$ cat config.mk
export PLATFORM = sky130hd
export DESIGN_NAME = lstx_link_regs
export DESIGN_NICKNAME = d
export VERILOG_FILES = /design/src/inc/lstx_pkg.sv /design/src/inc/lstx_cnt_if.sv /design/src/rtl/lstx_link_regs.sv /design/src/rtl/lstx_pin_sync.sv /design/src/rtl/lstx_exz_counter.sv
export SDC_FILE = /design/constraint.sdc
export NUM_CORES = 1
export LEC_CHECK = 0
export ABC_AREA = 1
export BUFFER_PORTS_ARGS = -buffer_cell sky130_fd_sc_hd__buf_2
export CAP_MARGIN = 20
export CORE_MARGIN = 2
export CORE_UTILIZATION = 41
export CTS_BUF_LIST = sky130_fd_sc_hd__clkbuf_8
export CTS_CLUSTER_DIAMETER = 200
export DETAILED_ROUTE_END_ITERATION = 10
export PLACE_DENSITY = 0.66
export SYNTH_ARGS = -nofsm -noshare
export SYNTH_HDL_FRONTEND = slang
export SYNTH_SLANG_ARGS = --single-unit
export TNS_END_PERCENT = 10
$ cat constraint.sdc
create_clock -name core_clk -period 3.1 [get_ports core_clk]
set_clock_uncertainty 0.05 [all_clocks]
set_input_delay 0.155 -clock core_clk [delete_from_list [all_inputs] [get_ports core_clk]]
set_output_delay 0.155 -clock core_clk [all_outputs]
set_load 0.1 [all_outputs]
$ cat src/inc/lstx_pkg.sv
// Constants and types shared by the link status and transmit system interface slice.
// Assumes a single 100 MHz core clock; every other clock is sampled as a plain input.
package lstx_pkg;

  // ****************************************
  // Timing
  // ****************************************
  localparam int CLK_PERIOD_NS = 10;
  localparam int TX_BIT_PERIOD_NS = 488;
  localparam int TX_HALF_CYCLES = TX_BIT_PERIOD_NS / (2 * CLK_PERIOD_NS);

  // ****************************************
  // Register offsets within one link
  // ****************************************
  localparam logic [7:0] OFF_IRQ_STATUS = 8'h3B;
  localparam logic [7:0] OFF_CNT_HIGH = 8'h3C;
  localparam logic [7:0] OFF_CNT_LOW = 8'h3D;
  localparam logic [7:0] OFF_REF_CTRL = 8'h3E;
  localparam logic [7:0] OFF_LINE_SUM = 8'h3F;
  localparam logic [7:0] OFF_FUNC_SUM0 = 8'h40;
  localparam logic [7:0] OFF_FUNC_SUM1 = 8'h41;
  localparam logic [7:0] OFF_TX_OPT = 8'h42;
  localparam logic [7:0] OFF_TX_MODE = 8'h43;
  localparam logic [7:0] OFF_TX_SLOT = 8'h44;
  localparam logic [7:0] OFF_TX_BIT = 8'h45;

  // ****************************************
  // Field positions and reset values
  // ****************************************
  localparam int CV_BIT = 1;
  localparam int WRAP_BIT = 0;
  localparam int DE_BIT = 4;
  localparam int FE_BIT = 3;
  localparam int CMS_BIT = 2;
  localparam int PULSE_POLARITY_SEL_BIT = 1;
  localparam int PULSE_KIND_SEL_BIT = 0;
  localparam int EDGE_BIT = 3;
  localparam logic [4:0] TX_OPT_RESET = 5'h00;
  localparam logic TX_MODE_RESET = 1'b0;
  localparam logic [6:0] TX_SLOT_RESET = 7'h00;
  localparam logic [3:0] TX_BIT_RESET = 4'h0;
  localparam logic REF_CTRL_RESET = 1'b0;

  // ****************************************
  // Frame geometry and pins
  // ****************************************
  localparam logic [9:0] LAST_BIT_SINGLE = 10'h0FF;
  localparam logic [9:0] LAST_BIT_MUX = 10'h3FF;
  localparam logic [6:0] SLOT_MASK_SINGLE = 7'h1F;
  localparam int PIN_COUNT = 5;
  localparam int PIN_MCLK = 0;
  localparam int PIN_TCK = 1;
  localparam int PIN_TD = 2;
  localparam int PIN_TSIG = 3;
  localparam int PIN_TFP = 4;

  typedef enum {TM_MASTER, TM_SLAVE, TM_MUX} lstx_mode_t;

endpackage

$ cat src/inc/lstx_cnt_if.sv
// Carries the excess-zero event, the high byte read and the count between top and counter.
// Assumes both ends run on the core clock.
`timescale 1ns/10ps
interface lstx_cnt_if;
  logic inc;
  logic rd_high;
  logic [15:0] count;
  logic [7:0] low_snap;
  logic wrap;
  modport owner(input inc, input rd_high, output count, output low_snap, output wrap);
  modport user(output inc, output rd_high, input count, input low_snap, input wrap);
endinterface

$ cat src/rtl/lstx_link_regs.sv
// One link slice: violation flags, excess-zero count, reference clock control,
// interrupt summaries and the transmit system interface receiver.
// Assumes line events and interrupt flags come from core clock logic; pins are asynchronous.
//
// The strobed register port is this design's own decision.
`timescale 1ns/10ps

// Operation
// Bipolar or code violation sets a flag; writing one clears it.
// Excess-zero counter wrap sets a flag; writing one clears it.
// Excess-zero count reads as high byte at 0x03C, low at 0x03D, reset zero.
// During loss of signal, reference outputs give master clock or steady high.
// Line summary is set while any line-side sub-function has an interrupt.
// Summary bits at 0x040 follow six framer function interrupts.
// Summary bits at 0x041 follow link controllers, elastic store, system interface.
// Data and signaling are sampled on the edge chosen by the data edge bit.
// Frame pulse is updated or sampled on the edge chosen by the pulse edge bit.
// Software programs the edge, rate, polarity and type bits alike in all links.
// Rate bit selects a clock at data rate or at twice the data rate; in master mode the code ignores it and generates a data-rate clock.
// Software sets the rate bit alike when all links share link one timing.
// Polarity bit chooses an active high or active low frame pulse.
// Type bit zero: pulse marks first bit of each basic frame.
// Type bit one: pulse marks first bit of the generated multiframe.
// Sub-mode bit: device drives clock and pulse, or system side drives them.
// Frame start lags the pulse by a slot offset, 0 to 31 or 0 to 127.
// Signaling bits stay aligned slot by slot with data whatever the offset.
// Four links repeat this map at a spacing of 0x100.
// A 3-bit bit offset also applies; an edge bit picks the double-rate edge.
// Each summary bit is a live OR of its source flags; reads change nothing.
// Reading the high count byte latches the low byte for a coherent pair.
module lstx_link_regs
  import lstx_pkg::*;
#(
  parameter logic [1:0] LINK_INDEX = 2'h0
)
(
  input wire logic core_clk,
  input wire logic rst,
  input wire logic [9:0] reg_addr,
  input wire logic [7:0] reg_wdata,
  input wire logic reg_wr,
  input wire logic reg_rd,
  output logic [7:0] reg_rdata,
  input wire logic bipolar_violation,
  input wire logic excess_zero,
  input wire logic loss_of_signal,
  input wire logic master_clock,
  input wire logic [7:0] line_irq_flags,
  input wire logic [5:0][7:0] func0_irq_flags,
  input wire logic [7:0][7:0] func1_irq_flags,
  input wire logic mux_mode,
  input wire logic crc_mf_on,
  input wire logic sig_mf_on,
  input wire logic tx_sys_clock_in,
  output logic tx_sys_clock_out,
  output logic tx_sys_clock_oe_n,
  input wire logic tx_sys_frame_pulse_in,
  output logic tx_sys_frame_pulse_out,
  output logic tx_sys_frame_pulse_oe_n,
  input wire logic tx_sys_data,
  input wire logic tx_sys_signaling,
  output logic ref_output_a,
  output logic ref_output_b,
  output logic tx_slot_valid,
  output logic [6:0] tx_slot_num,
  output logic [7:0] tx_slot_data,
  output logic [7:0] tx_slot_sig
);
  import lstx_pkg::*;

  // ****************************************
  // Register state
  // ****************************************
  logic code_violation_flag;
  logic counter_wrap_flag;
  logic ref_out_high_on_loss;
  logic line_side_irq_sum;
  logic [5:0] func_sum0;
  logic [7:0] func_sum1;
  logic [4:0] tx_opt;
  logic tx_timing_sub_sel;
  logic [6:0] tx_slot_shift;
  logic [3:0] tx_bit_reg;
  logic [7:0] next_rdata;

  logic data_edge_sel;
  logic pulse_edge_sel;
  logic clock_rate_double;
  logic pulse_polarity_sel;
  logic pulse_kind_sel;
  logic [2:0] tx_bit_shift;
  logic second_edge_sel;

  assign data_edge_sel = tx_opt[DE_BIT];
  assign pulse_edge_sel = tx_opt[FE_BIT];
  assign clock_rate_double = tx_opt[CMS_BIT];
  assign pulse_polarity_sel = tx_opt[PULSE_POLARITY_SEL_BIT];
  assign pulse_kind_sel = tx_opt[PULSE_KIND_SEL_BIT];
  assign tx_bit_shift = tx_bit_reg[2:0];
  assign second_edge_sel = tx_bit_reg[EDGE_BIT];

  // Matches this link's copy of a register; link n sits n pages above link 0.
  function automatic logic hit(input logic [9:0] addr, input logic [7:0] off);
    hit = (addr[9:8] == LINK_INDEX) && (addr[7:0] == off);
  endfunction

  logic wr_flags;
  assign wr_flags = reg_wr && hit(reg_addr, OFF_IRQ_STATUS);

  // ****************************************
  // Excess-zero counter
  // ****************************************
  lstx_cnt_if cnt_bus();

  assign cnt_bus.inc = excess_zero;
  assign cnt_bus.rd_high = reg_rd && hit(reg_addr, OFF_CNT_HIGH);

  lstx_exz_counter u_counter (
    .core_clk(core_clk),
    .rst(rst),
    .cnt(cnt_bus)
  );

  // ****************************************
  // Sticky flags
  // ****************************************
  // A new event in the same cycle as the clearing write keeps the flag set.
  always_ff @(posedge core_clk) begin
    if (rst) begin
      code_violation_flag <= 1'b0;
    end else if (bipolar_violation) begin
      code_violation_flag <= 1'b1;
    end else if (wr_flags && reg_wdata[CV_BIT]) begin
      code_violation_flag <= 1'b0;
    end
  end

  always_ff @(posedge core_clk) begin
    if (rst) begin
      counter_wrap_flag <= 1'b0;
    end else if (cnt_bus.wrap) begin
      counter_wrap_flag <= 1'b1;
    end else if (wr_flags && reg_wdata[WRAP_BIT]) begin
      counter_wrap_flag <= 1'b0;
    end
  end

  // ****************************************
  // Control registers
  // ****************************************
  always_ff @(posedge core_clk) begin
    if (rst) begin
      ref_out_high_on_loss <= REF_CTRL_RESET;
      tx_opt <= TX_OPT_RESET;
      tx_timing_sub_sel <= TX_MODE_RESET;
      tx_slot_shift <= TX_SLOT_RESET;
      tx_bit_reg <= TX_BIT_RESET;
    end else if (reg_wr) begin
      if (hit(reg_addr, OFF_REF_CTRL)) begin
        ref_out_high_on_loss <= reg_wdata[0];
      end
      if (hit(reg_addr, OFF_TX_OPT)) begin
        tx_opt <= reg_wdata[4:0];
      end
      if (hit(reg_addr, OFF_TX_MODE)) begin
        tx_timing_sub_sel <= reg_wdata[0];
      end
      if (hit(reg_addr, OFF_TX_SLOT)) begin
        tx_slot_shift <= reg_wdata[6:0];
      end
      if (hit(reg_addr, OFF_TX_BIT)) begin
        tx_bit_reg <= reg_wdata[3:0];
      end
    end
  end

  // ****************************************
  // Interrupt summaries
  // ****************************************
  // Summaries are recomputed every cycle, so a read never disturbs them.
  always_ff @(posedge core_clk) begin
    if (rst) begin
      line_side_irq_sum <= 1'b0;
      func_sum0 <= 6'h00;
      func_sum1 <= 8'h00;
    end else begin
      line_side_irq_sum <= |line_irq_flags;
      for (int i = 0; i < 6; i++) begin
        func_sum0[i] <= |func0_irq_flags[i];
      end
      for (int i = 0; i < 8; i++) begin
        func_sum1[i] <= |func1_irq_flags[i];
      end
    end
  end

  // ****************************************
  // Read port
  // ****************************************
  always_comb begin
    next_rdata = 8'h00;
    if (hit(reg_addr, OFF_IRQ_STATUS)) begin
      next_rdata = {6'h00, code_violation_flag, counter_wrap_flag};
    end else if (hit(reg_addr, OFF_CNT_HIGH)) begin
      next_rdata = cnt_bus.count[15:8];
    end else if (hit(reg_addr, OFF_CNT_LOW)) begin
      next_rdata = cnt_bus.low_snap;
    end else if (hit(reg_addr, OFF_REF_CTRL)) begin
      next_rdata = {7'h00, ref_out_high_on_loss};
    end else if (hit(reg_addr, OFF_LINE_SUM)) begin
      next_rdata = {7'h00, line_side_irq_sum};
    end else if (hit(reg_addr, OFF_FUNC_SUM0)) begin
      next_rdata = {2'h0, func_sum0};
    end else if (hit(reg_addr, OFF_FUNC_SUM1)) begin
      next_rdata = func_sum1;
    end else if (hit(reg_addr, OFF_TX_OPT)) begin
      next_rdata = {3'h0, tx_opt};
    end else if (hit(reg_addr, OFF_TX_MODE)) begin
      next_rdata = {7'h00, tx_timing_sub_sel};
    end else if (hit(reg_addr, OFF_TX_SLOT)) begin
      next_rdata = {1'b0, tx_slot_shift};
    end else if (hit(reg_addr, OFF_TX_BIT)) begin
      next_rdata = {4'h0, tx_bit_reg};
    end
  end

  // Read data stand for exactly one cycle and are zero otherwise.
  always_ff @(posedge core_clk) begin
    if (rst) begin
      reg_rdata <= 8'h00;
    end else if (reg_rd) begin
      reg_rdata <= next_rdata;
    end else begin
      reg_rdata <= 8'h00;
    end
  end

  // ****************************************
  // Pin synchronisers and reference clocks
  // ****************************************
  logic [PIN_COUNT-1:0] pins_sync;
  logic [PIN_COUNT-1:0] pins_prev;

  lstx_pin_sync u_sync (
    .core_clk(core_clk),
    .rst(rst),
    .pins_in({tx_sys_frame_pulse_in, tx_sys_signaling, tx_sys_data, tx_sys_clock_in,
              master_clock}),
    .pins_sync(pins_sync),
    .pins_prev(pins_prev)
  );

  // The master clock is rebuilt from core clock samples, so jitter is one core period.
  always_ff @(posedge core_clk) begin
    if (rst) begin
      ref_output_a <= 1'b0;
      ref_output_b <= 1'b0;
    end else if (loss_of_signal && ref_out_high_on_loss) begin
      ref_output_a <= 1'b1;
      ref_output_b <= 1'b1;
    end else begin
      ref_output_a <= pins_sync[PIN_MCLK];
      ref_output_b <= pins_sync[PIN_MCLK];
    end
  end

  // ****************************************
  // Transmit timing mode and clock
  // ****************************************
  lstx_mode_t mode;
  logic [4:0] div_cnt;
  logic gen_toggle;
  logic ck_rise;
  logic ck_fall;

  always_comb begin
    if (mux_mode) begin
      mode = TM_MUX;
    end else if (tx_timing_sub_sel) begin
      mode = TM_SLAVE;
    end else begin
      mode = TM_MASTER;
    end
  end

  assign gen_toggle = (div_cnt == 5'(TX_HALF_CYCLES - 1));

  always_ff @(posedge core_clk) begin
    if (rst) begin
      div_cnt <= 5'h00;
      tx_sys_clock_out <= 1'b0;
    end else if (gen_toggle) begin
      div_cnt <= 5'h00;
      tx_sys_clock_out <= ~tx_sys_clock_out;
    end else begin
      div_cnt <= 5'(div_cnt + 5'h01);
    end
  end

  always_comb begin
    case (mode)
      TM_MASTER: begin
        ck_rise = gen_toggle && !tx_sys_clock_out;
        ck_fall = gen_toggle && tx_sys_clock_out;
      end
      default: begin
        ck_rise = pins_sync[PIN_TCK] && !pins_prev[PIN_TCK];
        ck_fall = !pins_sync[PIN_TCK] && pins_prev[PIN_TCK];
      end
    endcase
  end

  // ****************************************
  // Frame position and pulse
  // ****************************************
  logic data_tick_raw;
  logic fp_tick;
  logic is_double;
  logic phase;
  logic bit_tick;
  logic fp_level;
  logic fp_last;
  logic fp_held;
  logic frame_hit;
  logic [9:0] last_bit;
  logic [9:0] pos;
  logic [9:0] cur;
  logic [3:0] mf_cnt;
  logic [6:0] slot_eff;
  logic [9:0] shift_bits;
  logic [9:0] data_idx;
  logic fp_active;

  assign data_tick_raw = data_edge_sel ? ck_rise : ck_fall;
  assign fp_tick = pulse_edge_sel ? ck_rise : ck_fall;
  assign is_double = clock_rate_double && (mode != TM_MASTER);
  assign bit_tick = data_tick_raw && (!is_double || (phase == second_edge_sel));
  assign fp_level = pins_sync[PIN_TFP] ^ pulse_polarity_sel;
  assign frame_hit = (mode != TM_MASTER) &&
                     (fp_held || (fp_tick && fp_level && !fp_last));
  assign last_bit = (mode == TM_MUX) ? LAST_BIT_MUX : LAST_BIT_SINGLE;
  assign cur = frame_hit ? 10'h000 : pos;
  assign slot_eff = (mode == TM_MUX) ? tx_slot_shift : (tx_slot_shift & SLOT_MASK_SINGLE);
  assign shift_bits = {slot_eff, tx_bit_shift};
  assign data_idx = 10'(cur - shift_bits) & last_bit;
  assign fp_active = (pos == 10'h000) &&
                     (!pulse_kind_sel || !(crc_mf_on || sig_mf_on) || mf_cnt == 4'h0);

  // An incoming pulse is remembered until the next data edge, since the two
  // edges may differ; a rising level also covers the level-change pulse form.
  always_ff @(posedge core_clk) begin
    if (rst) begin
      fp_last <= 1'b0;
      fp_held <= 1'b0;
    end else begin
      if (fp_tick) begin
        fp_last <= fp_level;
      end
      if (bit_tick) begin
        fp_held <= 1'b0;
      end else if (fp_tick && fp_level && !fp_last && mode != TM_MASTER) begin
        fp_held <= 1'b1;
      end
    end
  end

  always_ff @(posedge core_clk) begin
    if (rst) begin
      phase <= 1'b0;
    end else if (frame_hit && bit_tick) begin
      phase <= 1'b0;
    end else if (data_tick_raw && is_double) begin
      phase <= ~phase;
    end
  end

  always_ff @(posedge core_clk) begin
    if (rst) begin
      pos <= 10'h000;
      mf_cnt <= 4'h0;
    end else if (bit_tick) begin
      if (cur == last_bit) begin
        pos <= 10'h000;
        mf_cnt <= 4'(mf_cnt + 4'h1);
      end else begin
        pos <= 10'(cur + 10'h001);
      end
      if (frame_hit) begin
        mf_cnt <= 4'h0;
      end
    end
  end

  // The pulse pin is driven only while the device owns the timing.
  always_ff @(posedge core_clk) begin
    if (rst) begin
      tx_sys_frame_pulse_out <= 1'b0;
      tx_sys_clock_oe_n <= 1'b1;
      tx_sys_frame_pulse_oe_n <= 1'b1;
    end else begin
      tx_sys_clock_oe_n <= (mode != TM_MASTER);
      tx_sys_frame_pulse_oe_n <= (mode != TM_MASTER);
      if (fp_tick) begin
        tx_sys_frame_pulse_out <= fp_active ^ pulse_polarity_sel;
      end
    end
  end

  // ****************************************
  // Slot assembly
  // ****************************************
  logic [6:0] data_shift;
  logic [6:0] sig_shift;

  // Data and signaling share one index, so they leave together per slot.
  always_ff @(posedge core_clk) begin
    if (rst) begin
      data_shift <= 7'h00;
      sig_shift <= 7'h00;
      tx_slot_valid <= 1'b0;
      tx_slot_num <= 7'h00;
      tx_slot_data <= 8'h00;
      tx_slot_sig <= 8'h00;
    end else begin
      tx_slot_valid <= 1'b0;
      if (bit_tick) begin
        data_shift <= {data_shift[5:0], pins_sync[PIN_TD]};
        sig_shift <= {sig_shift[5:0], pins_sync[PIN_TSIG]};
        if (data_idx[2:0] == 3'h7) begin
          tx_slot_valid <= 1'b1;
          tx_slot_num <= data_idx[9:3];
          tx_slot_data <= {data_shift, pins_sync[PIN_TD]};
          tx_slot_sig <= {sig_shift, pins_sync[PIN_TSIG]};
        end
      end
    end
  end
endmodule

$ cat src/rtl/lstx_pin_sync.sv
// Two-stage synchroniser for the pins that arrive from outside the core clock domain.
// Also keeps the previous synchronised level so the caller can find edges.
`timescale 1ns/10ps
module lstx_pin_sync
  import lstx_pkg::*;
(
  input wire logic core_clk,
  input wire logic rst,
  input wire logic [lstx_pkg::PIN_COUNT-1:0] pins_in,
  output logic [lstx_pkg::PIN_COUNT-1:0] pins_sync,
  output logic [lstx_pkg::PIN_COUNT-1:0] pins_prev
);
  logic [PIN_COUNT-1:0] stage1;

  always_ff @(posedge core_clk) begin
    if (rst) begin
      stage1 <= '0;
      pins_sync <= '0;
      pins_prev <= '0;
    end else begin
      stage1 <= pins_in;
      pins_sync <= stage1;
      pins_prev <= pins_sync;
    end
  end
endmodule

$ cat src/rtl/lstx_exz_counter.sv
// Sixteen-bit excess-zero error counter with a low byte snapshot taken on a high byte read.
// Assumes the increment and read strobes are single core clock pulses.
`timescale 1ns/10ps
module lstx_exz_counter
  import lstx_pkg::*;
(
  input wire logic core_clk,
  input wire logic rst,
  lstx_cnt_if.owner cnt
);
  // The counter rolls over rather than saturating, so the wrap flag is the only trace.
  assign cnt.wrap = cnt.inc && (cnt.count == 16'hFFFF);

  always_ff @(posedge core_clk) begin
    if (rst) begin
      cnt.count <= 16'h0000;
    end else if (cnt.inc) begin
      cnt.count <= 16'(cnt.count + 16'h0001);
    end
  end

  always_ff @(posedge core_clk) begin
    if (rst) begin
      cnt.low_snap <= 8'h00;
    end else if (cnt.rd_high) begin
      cnt.low_snap <= cnt.count[7:0];
    end
  end
endmodule

# Word-level counts from Yosys, hierarchy flattened
# Cells that the tools add are included.
# totals
wordCells,169
ff_bits,143
in_bits,153
out_inout_bits,38
# op_classes
bitwise,7
n_eq_ne,17
mux,29
n_reduce_logical,78
n_addsub,5
# op_table
operator,count
8-bit OR reduction,15
8-bit by 7-bit == test with 1-bit output (second input constant),6
8-bit 2-to-1 mux,6
8-bit by 6-bit == test with 1-bit output (second input constant),5
32-bit by 3-bit == test with 1-bit output (second input constant),1
32-bit logical NOT,1
32-bit nonzero test,1
1-bit logical AND,30
10-bit 2-to-1 mux,3
7-bit 2-to-1 mux,4
16-bit by 1-bit adder with 16-bit output (second input constant),1
16-bit == test (second input constant),1
2-bit AND reduction,7
4-bit 2-to-1 mux,3
1-bit 2-to-1 mux,11
10-bit by 1-bit adder with 10-bit output (second input constant),1
10-bit AND,1
10-bit == test,1
10-bit logical NOT,1
2-bit OR reduction,5
10-bit subtractor,1
1-bit logical NOT,7
2-bit nonzero test,3
5-bit by 1-bit adder with 5-bit output (second input constant),1
other kinds (11),20

# Depth between registers and ports, before layout
# Gate-level depths: netlist of run 1.
# logic_depth
ltp_word,14
mapped_depth,22
mapped_depth_nobuf,21

# Hierarchy
# From an unflattened synthesis of run 1, not the netlist that was laid out.
# unflattened
cells_unflattened,908
area_unflattened_um2,6766.5
# modules_own_cells
mod,n_inst,seq_area_each_um2,cells_per_inst,area_each_um2
lstx_link_regs,1,2142.1,701,5240.0
lstx_exz_counter,1,480.5,161,1102.3
lstx_pin_sync,1,300.3,46,424.2

# Worst setup path before layout of run 1
# Ideal clock, no wire load.
# synth_timing
path_type,register to register
startpoint,register tx_sys_clock_out
endpoint,register tx_slot_num[1]
arrival_ns,2.996
n_path_buf,1
path_stages_with_launch,19
required_ns,2.935
path_slack_ns,-0.061
setup_ns,0.115
period_less_slack_ns,3.161
path_cell_list,dfxtp_1 > inv_1 > nor2_1 > nand2_2 > nand3_2 > nand4_4 > nand2_4 > nor2_4 > inv_1 > ha_1 > inv_1 > ha_1 > nor3b_2 > nand3_2 > inv_2 > buf_6 > nand2_1 > o221ai_2 > inv_2
# synth_via
elab_chain_len,13
elab_cells_between_ends,17
classes_between,add/sub (1); eq/ne (1); mux (5); bitwise (1); reduce/logical (9)
# synth_lines
element,line_no,source
start: declaration,lstx_link_regs.sv:55,"output logic tx_sys_clock_out,"
start signal: assignment,lstx_link_regs.sv:294,tx_sys_clock_out <= ~tx_sys_clock_out;
1-bit logical NOT,lstx_link_regs.sv:303,ck_rise = gen_toggle && !tx_sys_clock_out;
1-bit logical AND,lstx_link_regs.sv:303,
1-bit 2-to-1 mux,lstx_link_regs.sv:301,case (mode)
1-bit 2-to-1 mux,lstx_link_regs.sv:335,assign fp_tick = pulse_edge_sel ? ck_rise : ck_fall;
1-bit logical AND (2 in series),lstx_link_regs.sv:340,(fp_held || (fp_tick && fp_level && !fp_last));
1-bit logical OR,lstx_link_regs.sv:340,
1-bit logical AND,lstx_link_regs.sv:339,assign frame_hit = (mode != TM_MASTER) &&
10-bit 2-to-1 mux,lstx_link_regs.sv:342,assign cur = frame_hit ? 10'h000 : pos;
10-bit subtractor,lstx_link_regs.sv:345,assign data_idx = 10'(cur - shift_bits) & last_bit;
10-bit AND,lstx_link_regs.sv:345,
3-bit == test,lstx_link_regs.sv:429,if (data_idx[2:0] == 3'h7) begin
2-bit AND reduction (no source line),n/a,
end signal: assignment,lstx_link_regs.sv:431,tx_slot_num <= data_idx[9:3];
end: declaration,lstx_link_regs.sv:65,"output logic [6:0] tx_slot_num,"
# Several ways; a longest one is shown, not always the timed one.
# A chain may end at the register's enable or synchronous reset.

# Final worst setup path of run 1
# layout_timing
startpoint,register div_cnt[0]
endpoint,register tx_slot_sig[5]
# layout_via
elab_chain_len,13
elab_cells_between_ends,17
classes_between,add/sub (1); eq/ne (2); mux (5); bitwise (1); reduce/logical (8)
# layout_lines
element,line_no,source
start: declaration,lstx_link_regs.sv:271,logic [4:0] div_cnt;
start signal: assignment,lstx_link_regs.sv:296,div_cnt <= 5'(div_cnt + 5'h01);
5-bit == test (*),lstx_link_regs.sv:286,assign gen_toggle = (div_cnt == 5'(TX_HALF_CYCLES - 1));
"1-bit logical AND, on equally long branches","lstx_link_regs.sv:304, lstx_link_regs.sv:303",
1-bit 2-to-1 mux,lstx_link_regs.sv:301,
1-bit 2-to-1 mux,lstx_link_regs.sv:335,
1-bit logical AND (2 in series),lstx_link_regs.sv:340,
1-bit logical OR,lstx_link_regs.sv:340,
1-bit logical AND,lstx_link_regs.sv:339,
10-bit 2-to-1 mux,lstx_link_regs.sv:342,
10-bit subtractor,lstx_link_regs.sv:345,
10-bit AND,lstx_link_regs.sv:345,
3-bit == test,lstx_link_regs.sv:429,
2-bit AND reduction (no source line) (*),n/a,
end signal: assignment,lstx_link_regs.sv:433,"tx_slot_sig <= {sig_shift, pins_sync[PIN_TSIG]};"
end: declaration,lstx_link_regs.sv:67,output logic [7:0] tx_slot_sig
# Mark *: on every way between the ends. The rest lies on a longest branch, timed or not.

==> flow_summary.toml, run 1 <==
[status]
outcome = "finished, final reports clean"

[grt]
grt_pass1_wl_um = 29400
track_usage = 0.220
antenna_found_initial = 0
first_global_vias = 6058
grt_overflow_total = 0
grt_max_degree = 63

[power]
p_switching_mw = 0.884
power_leakage_nw = 3.91
internal-power_mw = 2.73
p_sw_frac = 0.245
vdd_drop_max_mv = 0.457
pwr-share-seq = 0.515
power_frac_clock = 0.404
total_power_mw = 3.61
power.density_nw_per_um2 = 414
power_frac_comb = 0.082

[yosys]
postSynthCellCount = 854
ys.flop_type = "dfxtp_1"
synth_area_um2 = 6500
yosysSeqAreaShare = 0.437
synth.avg_cell_area_um2 = 7.61
synth.distinct_cells = 51
synth-edff-count = 0
synthesis.nets = 1020
ys_warn_count = 0
ys_seq_elements = 142
ys_async_sr_fraction = 0

[sta]
finalCritPeriodShare = 0.924
hold_viol_final = 0
report.final.setup_viol = 0
slew_violations = 0
max_freq_mhz = 349
worst_pin_slew_ps = 837
rsz0062_at_grt = "yes"
finalWorstSetupSlack_ps = 236
fin_crit_ps = 2860
relSlewSlack = 0.441

[die]
die_height_um = 130
die_w_um = 130
io_pins = 191
dieArea_um2 = 16900
core_area_um2 = 15700
rows = 46
start_util = 0.414

[critical_path]
critPathKind = "reg2reg"
r2r_slack_ps = 240
cp-end-kind = "flip-flop"
critPathLaunch = "div_cnt[0]$_SDFF_PP0_"
slowest_stage = "dfxtp_2"
crit_chain = "ha_1 -> nand2_2 -> nor2_4 -> nand3_2 -> nand3_2 -> nand4_4 -> nand2_8 -> nor2_4 -> inv_1 -> ha_1 -> inv_1 -> ha_1 -> nor3b_4 -> nand3_4 -> clkinv_4 -> buf_12 -> o21ai_0 -> a21oi_1"
path_depth = 18
path_max_fanout = 17
r2r_cells = 18
cp-start-kind = "flip-flop"
cp.required_ps = 3420
rr_startpoint = "div_cnt[0]$_SDFF_PP0_"
arrival_ps = 3180
crit_family = "simple AND/OR/NAND/NOR gates"
reg2reg_to = "tx_slot_sig[5]$_SDFFE_PP0P_"
path_common_cell = "ha_1"
cp_slowest_stage_delay_ps = 350
cp_num_buf_inv = 4

[cts]
clock_sinks = 142
cts-buffers-inserted = 17
clockRootBuffer = "clkbuf_8"
clk_path_buf_depth = 2
clkSlewWorstSetupHoldPaths_ps = 80
h-tree-depth = 4
clkLatencyLatePin_ps = 440
cts_tree = "done"

[layout]
largest_register = "u_counter.cnt.count"
final_util = 0.555
antenna_cells = 0
layout_commonest_cell = "buf_2"
reg_top3 = "u_counter.cnt.count: 16 flops, pos: 10 flops"
drive_gt1_frac = 0.243
nets = 1272
syn_to_final_growth_pct = 34.3
stdcell_count = 1335
largest_reg_flops = 16
final_cell_mix = "buf_2, dfxtp_1, inv_1"

[routing]
drt_iter0_drc = 441
vias_per_cell = 4.89
ant_nets = 0
drc = 0
wl_per_cell_um = 13.8
first_pass_iters = 5
dr_total_vias = 6526
drt_wl_total_um = 18400

[place]
gp_congestion = 0.914
pre_cts_ws_ps = 106
place.port_buffers = 189
dpl.hpwl_um = 13500
place_inst = 1241

[worst_hold_path]
min_from = "excess_zero"
whs_endpoint = "u_counter.cnt.count[2]$_SDFFE_PP0P_"
whs_path_depth = 3
min_path_type = "in2reg"

[job]
drv_cap = 0
cells in the mapped netlist (3+ instances only):
cell	instances	share of area
ha_1	13	0.025
o21bai_1	4	0.0046
a221oi_1	3	0.0040
xor2_1	9	0.012
o21ai_0	69	0.053
nor4_1	36	0.035
o21ai_1	10	0.0077
a31oi_1	3	0.0029
nor2_4	4	0.0069
buf_2	3	0.0023
nand4_1	11	0.011
nand2_4	3	0.0052
buf_4	5	0.0058
nand3_2	4	0.0062
dfxtp_1	142	0.44
nor3_1	21	0.016
nand2_2	6	0.0058
o22ai_1	17	0.016
nor2_1	76	0.044
clkbuf_1	10	0.0058
inv_1	127	0.073
a21oi_1	102	0.079
o211ai_1	7	0.0081
nand2_1	88	0.051
buf_1	5	0.0029
nand3_1	35	0.027
inv_2	8	0.0046
nor2_2	7	0.0067
worst max-delay path by stage:
stage,endpoint
after CTS,tx_slot_sig[4]$_SDFFE_PP0P_
after floorplan,tx_slot_num[1]$_SDFFE_PP0P_
after global routing,tx_slot_num[2]$_SDFFE_PP0P_
final,tx_slot_sig[5]$_SDFFE_PP0P_
after detailed placement,tx_slot_sig[4]$_SDFFE_PP0P_
after global placement,tx_slot_num[2]$_SDFFE_PP0P_
power groups by stage:
stage          clock network, mW  logic [mW]  registers (mW)
6_report                    1.46       0.295            1.86
5_1_grt                     1.58       0.324            1.86
4_1_cts                     1.49       0.291            1.86
3_5_place_dp                   0       0.239            1.90
3_3_place_gp                   0       0.236            1.90
2_1_floorplan                  0      0.0964            1.91
per-layer routing:
layer | GRT usage | up-vias | share of wire
met5 | 0 | - | 0
met4 | 0.0588 | 0 | 0.011
met3 | 0.0533 | 15 | 0.047
met2 | 0.348 | 138 | 0.46
met1 | 0.303 | 2980 | 0.48
li1 | - | 3393 | -
per-stage QoR:
step                      TNS [ps]  area, µm²  hold slack (ps)
after floorplan                  0       6500              212
after global placement           0       7650              304
after detailed placement         0       7650              311
after CTS                        0       8650             23.7
after global routing         -37.5       8730             49.9
final                            0       8730             41.9
final cells by class:
| type | count | area [µm²] |
|---|---|---|
| timing repair buffer | 257 | 1650 |
| inverter | 137 | 520 |
| clock inverter | 14 | 146 |
| fill | 1494 | 6990 |
| tap | 216 | 270 |
| clock buffer | 18 | 248 |
| sequential | 142 | 2850 |
| multi-input combinational | 551 | 3050 |
logic make-up after synthesis:
group,count (synthesis),synth area share
buffers and inverters,161,0.0978
DFF,142,0.437
and+or+nand+nor,299,0.231
xor gates and xnor gates,10,0.0135
AOI/OAI and AO/OA,229,0.195
adders and majority gates,13,0.0250
what timing repair did:
item / CTS / global route
gates resized for setup: 0 / 7
hold buffers: 60 / 0
buffers inserted: 0 / 1
hold endpoints to repair: 35 / 0
endpoints found under the setup margin: 0 / 22
worst reg2reg max path: stages, from the launching register on:
cell      delay [ps]
dfxtp_2          350
ha_1             190
nand2_2           90
nor2_4           160
nand3_2          100
nand3_2          100
nand4_4          140
nand2_8          140
nor2_4            50
inv_1             50
ha_1             160
inv_1             70
ha_1             270
nor3b_4          210
nand3_4          140
clkinv_4         140
buf_12           150
o21ai_0           80
a21oi_1          160
(Power assumes the default switching activity.)
==> inputs of run 2 (changes only) <==
--- a/config.mk
+++ b/config.mk
@@ -8,7 +8,6 @@
 export ABC_AREA = 1
 export BUFFER_PORTS_ARGS = -buffer_cell sky130_fd_sc_hd__buf_2
 export CAP_MARGIN = 20
-export CORE_MARGIN = 2
 export CORE_UTILIZATION = 41
 export CTS_BUF_LIST = sky130_fd_sc_hd__clkbuf_8
 export CTS_CLUSTER_DIAMETER = 200
==> constraint.sdc (replaced) <==
create_clock -name core_clk -period 3.1 [get_ports core_clk]
set_clock_uncertainty 0.05 [all_clocks]
set_input_delay 0.155 -clock core_clk [delete_from_list [all_inputs] [get_ports core_clk]]
set_output_delay 0.155 -clock core_clk [all_outputs]
set_load 0.01 [all_outputs]
==> flow_summary.toml, run 2 (synthesis gave the netlist of run 1 again) <==
[cts]
h-tree-depth = 4
cts_tree = "done"
clk_path_buf_depth = 2
clock_sinks = 142
clockRootBuffer = "clkbuf_8"
clkSlewWorstSetupHoldPaths_ps = 80
clkLatencyLatePin_ps = 450
cts-buffers-inserted = 17

[critical_path]
crit_path_end = "tx_slot_num[1]$_SDFFE_PP0P_"
reg2reg_to = "tx_slot_num[1]$_SDFFE_PP0P_"
cp-start-kind = "flip-flop"
critPathLaunch = "div_cnt[0]$_SDFF_PP0_"
arrival_ps = 3150
rr_startpoint = "div_cnt[0]$_SDFF_PP0_"
critPathKind = "reg2reg"
path_max_fanout = 21
r2r_slack_ps = 240
r2r_cells = 19
cp.required_ps = 3390
cp-end-kind = "flip-flop"

[sta]
fin_crit_ps = 2860
report.final.setup_viol = 0
max_freq_mhz = 350
finalCritPeriodShare = 0.922
tns_ps = 0
hold_viol_final = 0
slew_violations = 0
worst_pin_slew_ps = 831
relSlewSlack = 0.445

[layout]
syn_to_final_growth_pct = 33.1
multi_input_area_um2 = 3030
drive_gt1_frac = 0.242
largest_reg_flops = 16
stdcell_count = 1332
largest_register = "u_counter.cnt.count"
reg_top3 = "u_counter.cnt.count: 16 flops, pos: 10 flops"
final_cell_mix = "buf_2, dfxtp_1, inv_1"
antenna_cells = 0
final-seq-area_um2 = 2840
final_util = 0.565
layout.filler_cells = 1486
nets = 1275
layout_commonest_cell = "buf_2"

[routing]
first_pass_iters = 5
wl_per_cell_um = 13.7
ant_nets = 0
dr_total_vias = 6605
vias_per_cell = 4.96
drt_wl_total_um = 18200
drc = 0
drt_iter0_drc = 425

[place]
place.port_buffers = 189
place_inst = 1237
gp_congestion = 0.897
dpl.hpwl_um = 13300

[worst_hold_path]
min_path_type = "in2reg"
min_from = "reg_addr[0]"

[die]
dieArea_um2 = 16400
die_w_um = 128
die_height_um = 128
start_util = 0.424
io_pins = 191
rows = 45
core_area_um2 = 15300

[power]
power_leakage_nw = 3.90
total_power_mw = 3.39
vdd_drop_max_mv = 0.283
power.density_nw_per_um2 = 392

[grt]
grt_max_degree = 42
antenna_found_initial = 0
track_usage = 0.227
grt_overflow_total = 0
first_global_vias = 6179
grt_pass1_wl_um = 29300

[status]
outcome = "finished, final reports clean"

[job]
drv_cap = 0
run 2: cell types whose count changed in the layout (fill, tap and decap cells not counted), sizes merged:
cell	change
dlygate4sd3	+1
buf	+2
inv	-2
bufinv	-2
clkinv	+6
clkinvlp	-3
run 2: per-stage QoR:
step / hold slack (ps) / setup slack, ps / area, µm²
6_report: 94.2 / 243 / 8650
5_1_grt: 87.6 / -4.62 / 8650
4_1_cts: 68.7 / 151 / 8590
3_5_place_dp: 312 / 160 / 7650
3_3_place_gp: 308 / 224 / 7650
2_1_floorplan: 212 / 498 / 6500
run 2: report_power, final:
group	switching (mW)	internal (mW)	leakage (nW)
clock	0.698	0.556	0.176
combinational	0.134	0.144	2.57
sequential	0.00993	1.85	1.15
total	0.842	2.55	3.90
run 2: layer usage:
metal | vias to the layer above | GRT usage | wire length (µm)
met5 | - | 0 | 0
met4 | 0 | 0.0588 | 170
met3 | 17 | 0.0555 | 826
met2 | 147 | 0.359 | 8220
met1 | 3042 | 0.310 | 9000
li1 | 3399 | - | -
run 2: layout make-up:
| cell class | count | area share |
|---|---|---|
| multi-input cells | 551 | 0.351 |
| clock buffers | 18 | 0.0287 |
| flip-flops and latches | 142 | 0.329 |
| clock inverters | 13 | 0.00912 |
| well taps | 211 | 0.0305 |
| inverters | 137 | 0.0599 |
| repair buffers | 260 | 0.192 |
run 2: worst min path at each step:
stage / to / slack, ps / cells after the start
after floorplan: u_sync.stage1[0]$_SDFF_PP0_ / 210 / 2
after global placement: u_sync.stage1[4]$_SDFF_PP0_ / 310 / 3
after global routing: ref_out_high_on_loss$_SDFFE_PP0P_ / 90 / 3
after detailed placement: u_sync.stage1[3]$_SDFF_PP0_ / 310 / 3
final: ref_out_high_on_loss$_SDFFE_PP0P_ / 90 / 3
after CTS: ref_out_high_on_loss$_SDFFE_PP0P_ / 70 / 3
run 2: critical path, stage by stage (launching register included):
cell	delay, ps
dfxtp_1	360
ha_1	190
nand2_2	80
nor2_4	150
nand3_2	100
nand3_2	100
nand4_4	120
nand2_4	130
nor2_4	60
inv_1	70
ha_1	170
inv_1	60
ha_1	270
nor3b_4	210
nand3_4	120
inv_4	100
buf_12	150
nand2_1	70
o221ai_2	130
inv_2	40
run 2: repair_timing:
action | CTS | global route
hold endpoints to repair | 36 | 0
gates resized for setup | 0 | 3
setup endpoints to repair | 0 | 18
hold buffers | 61 | 0
buffers inserted | 0 | 2
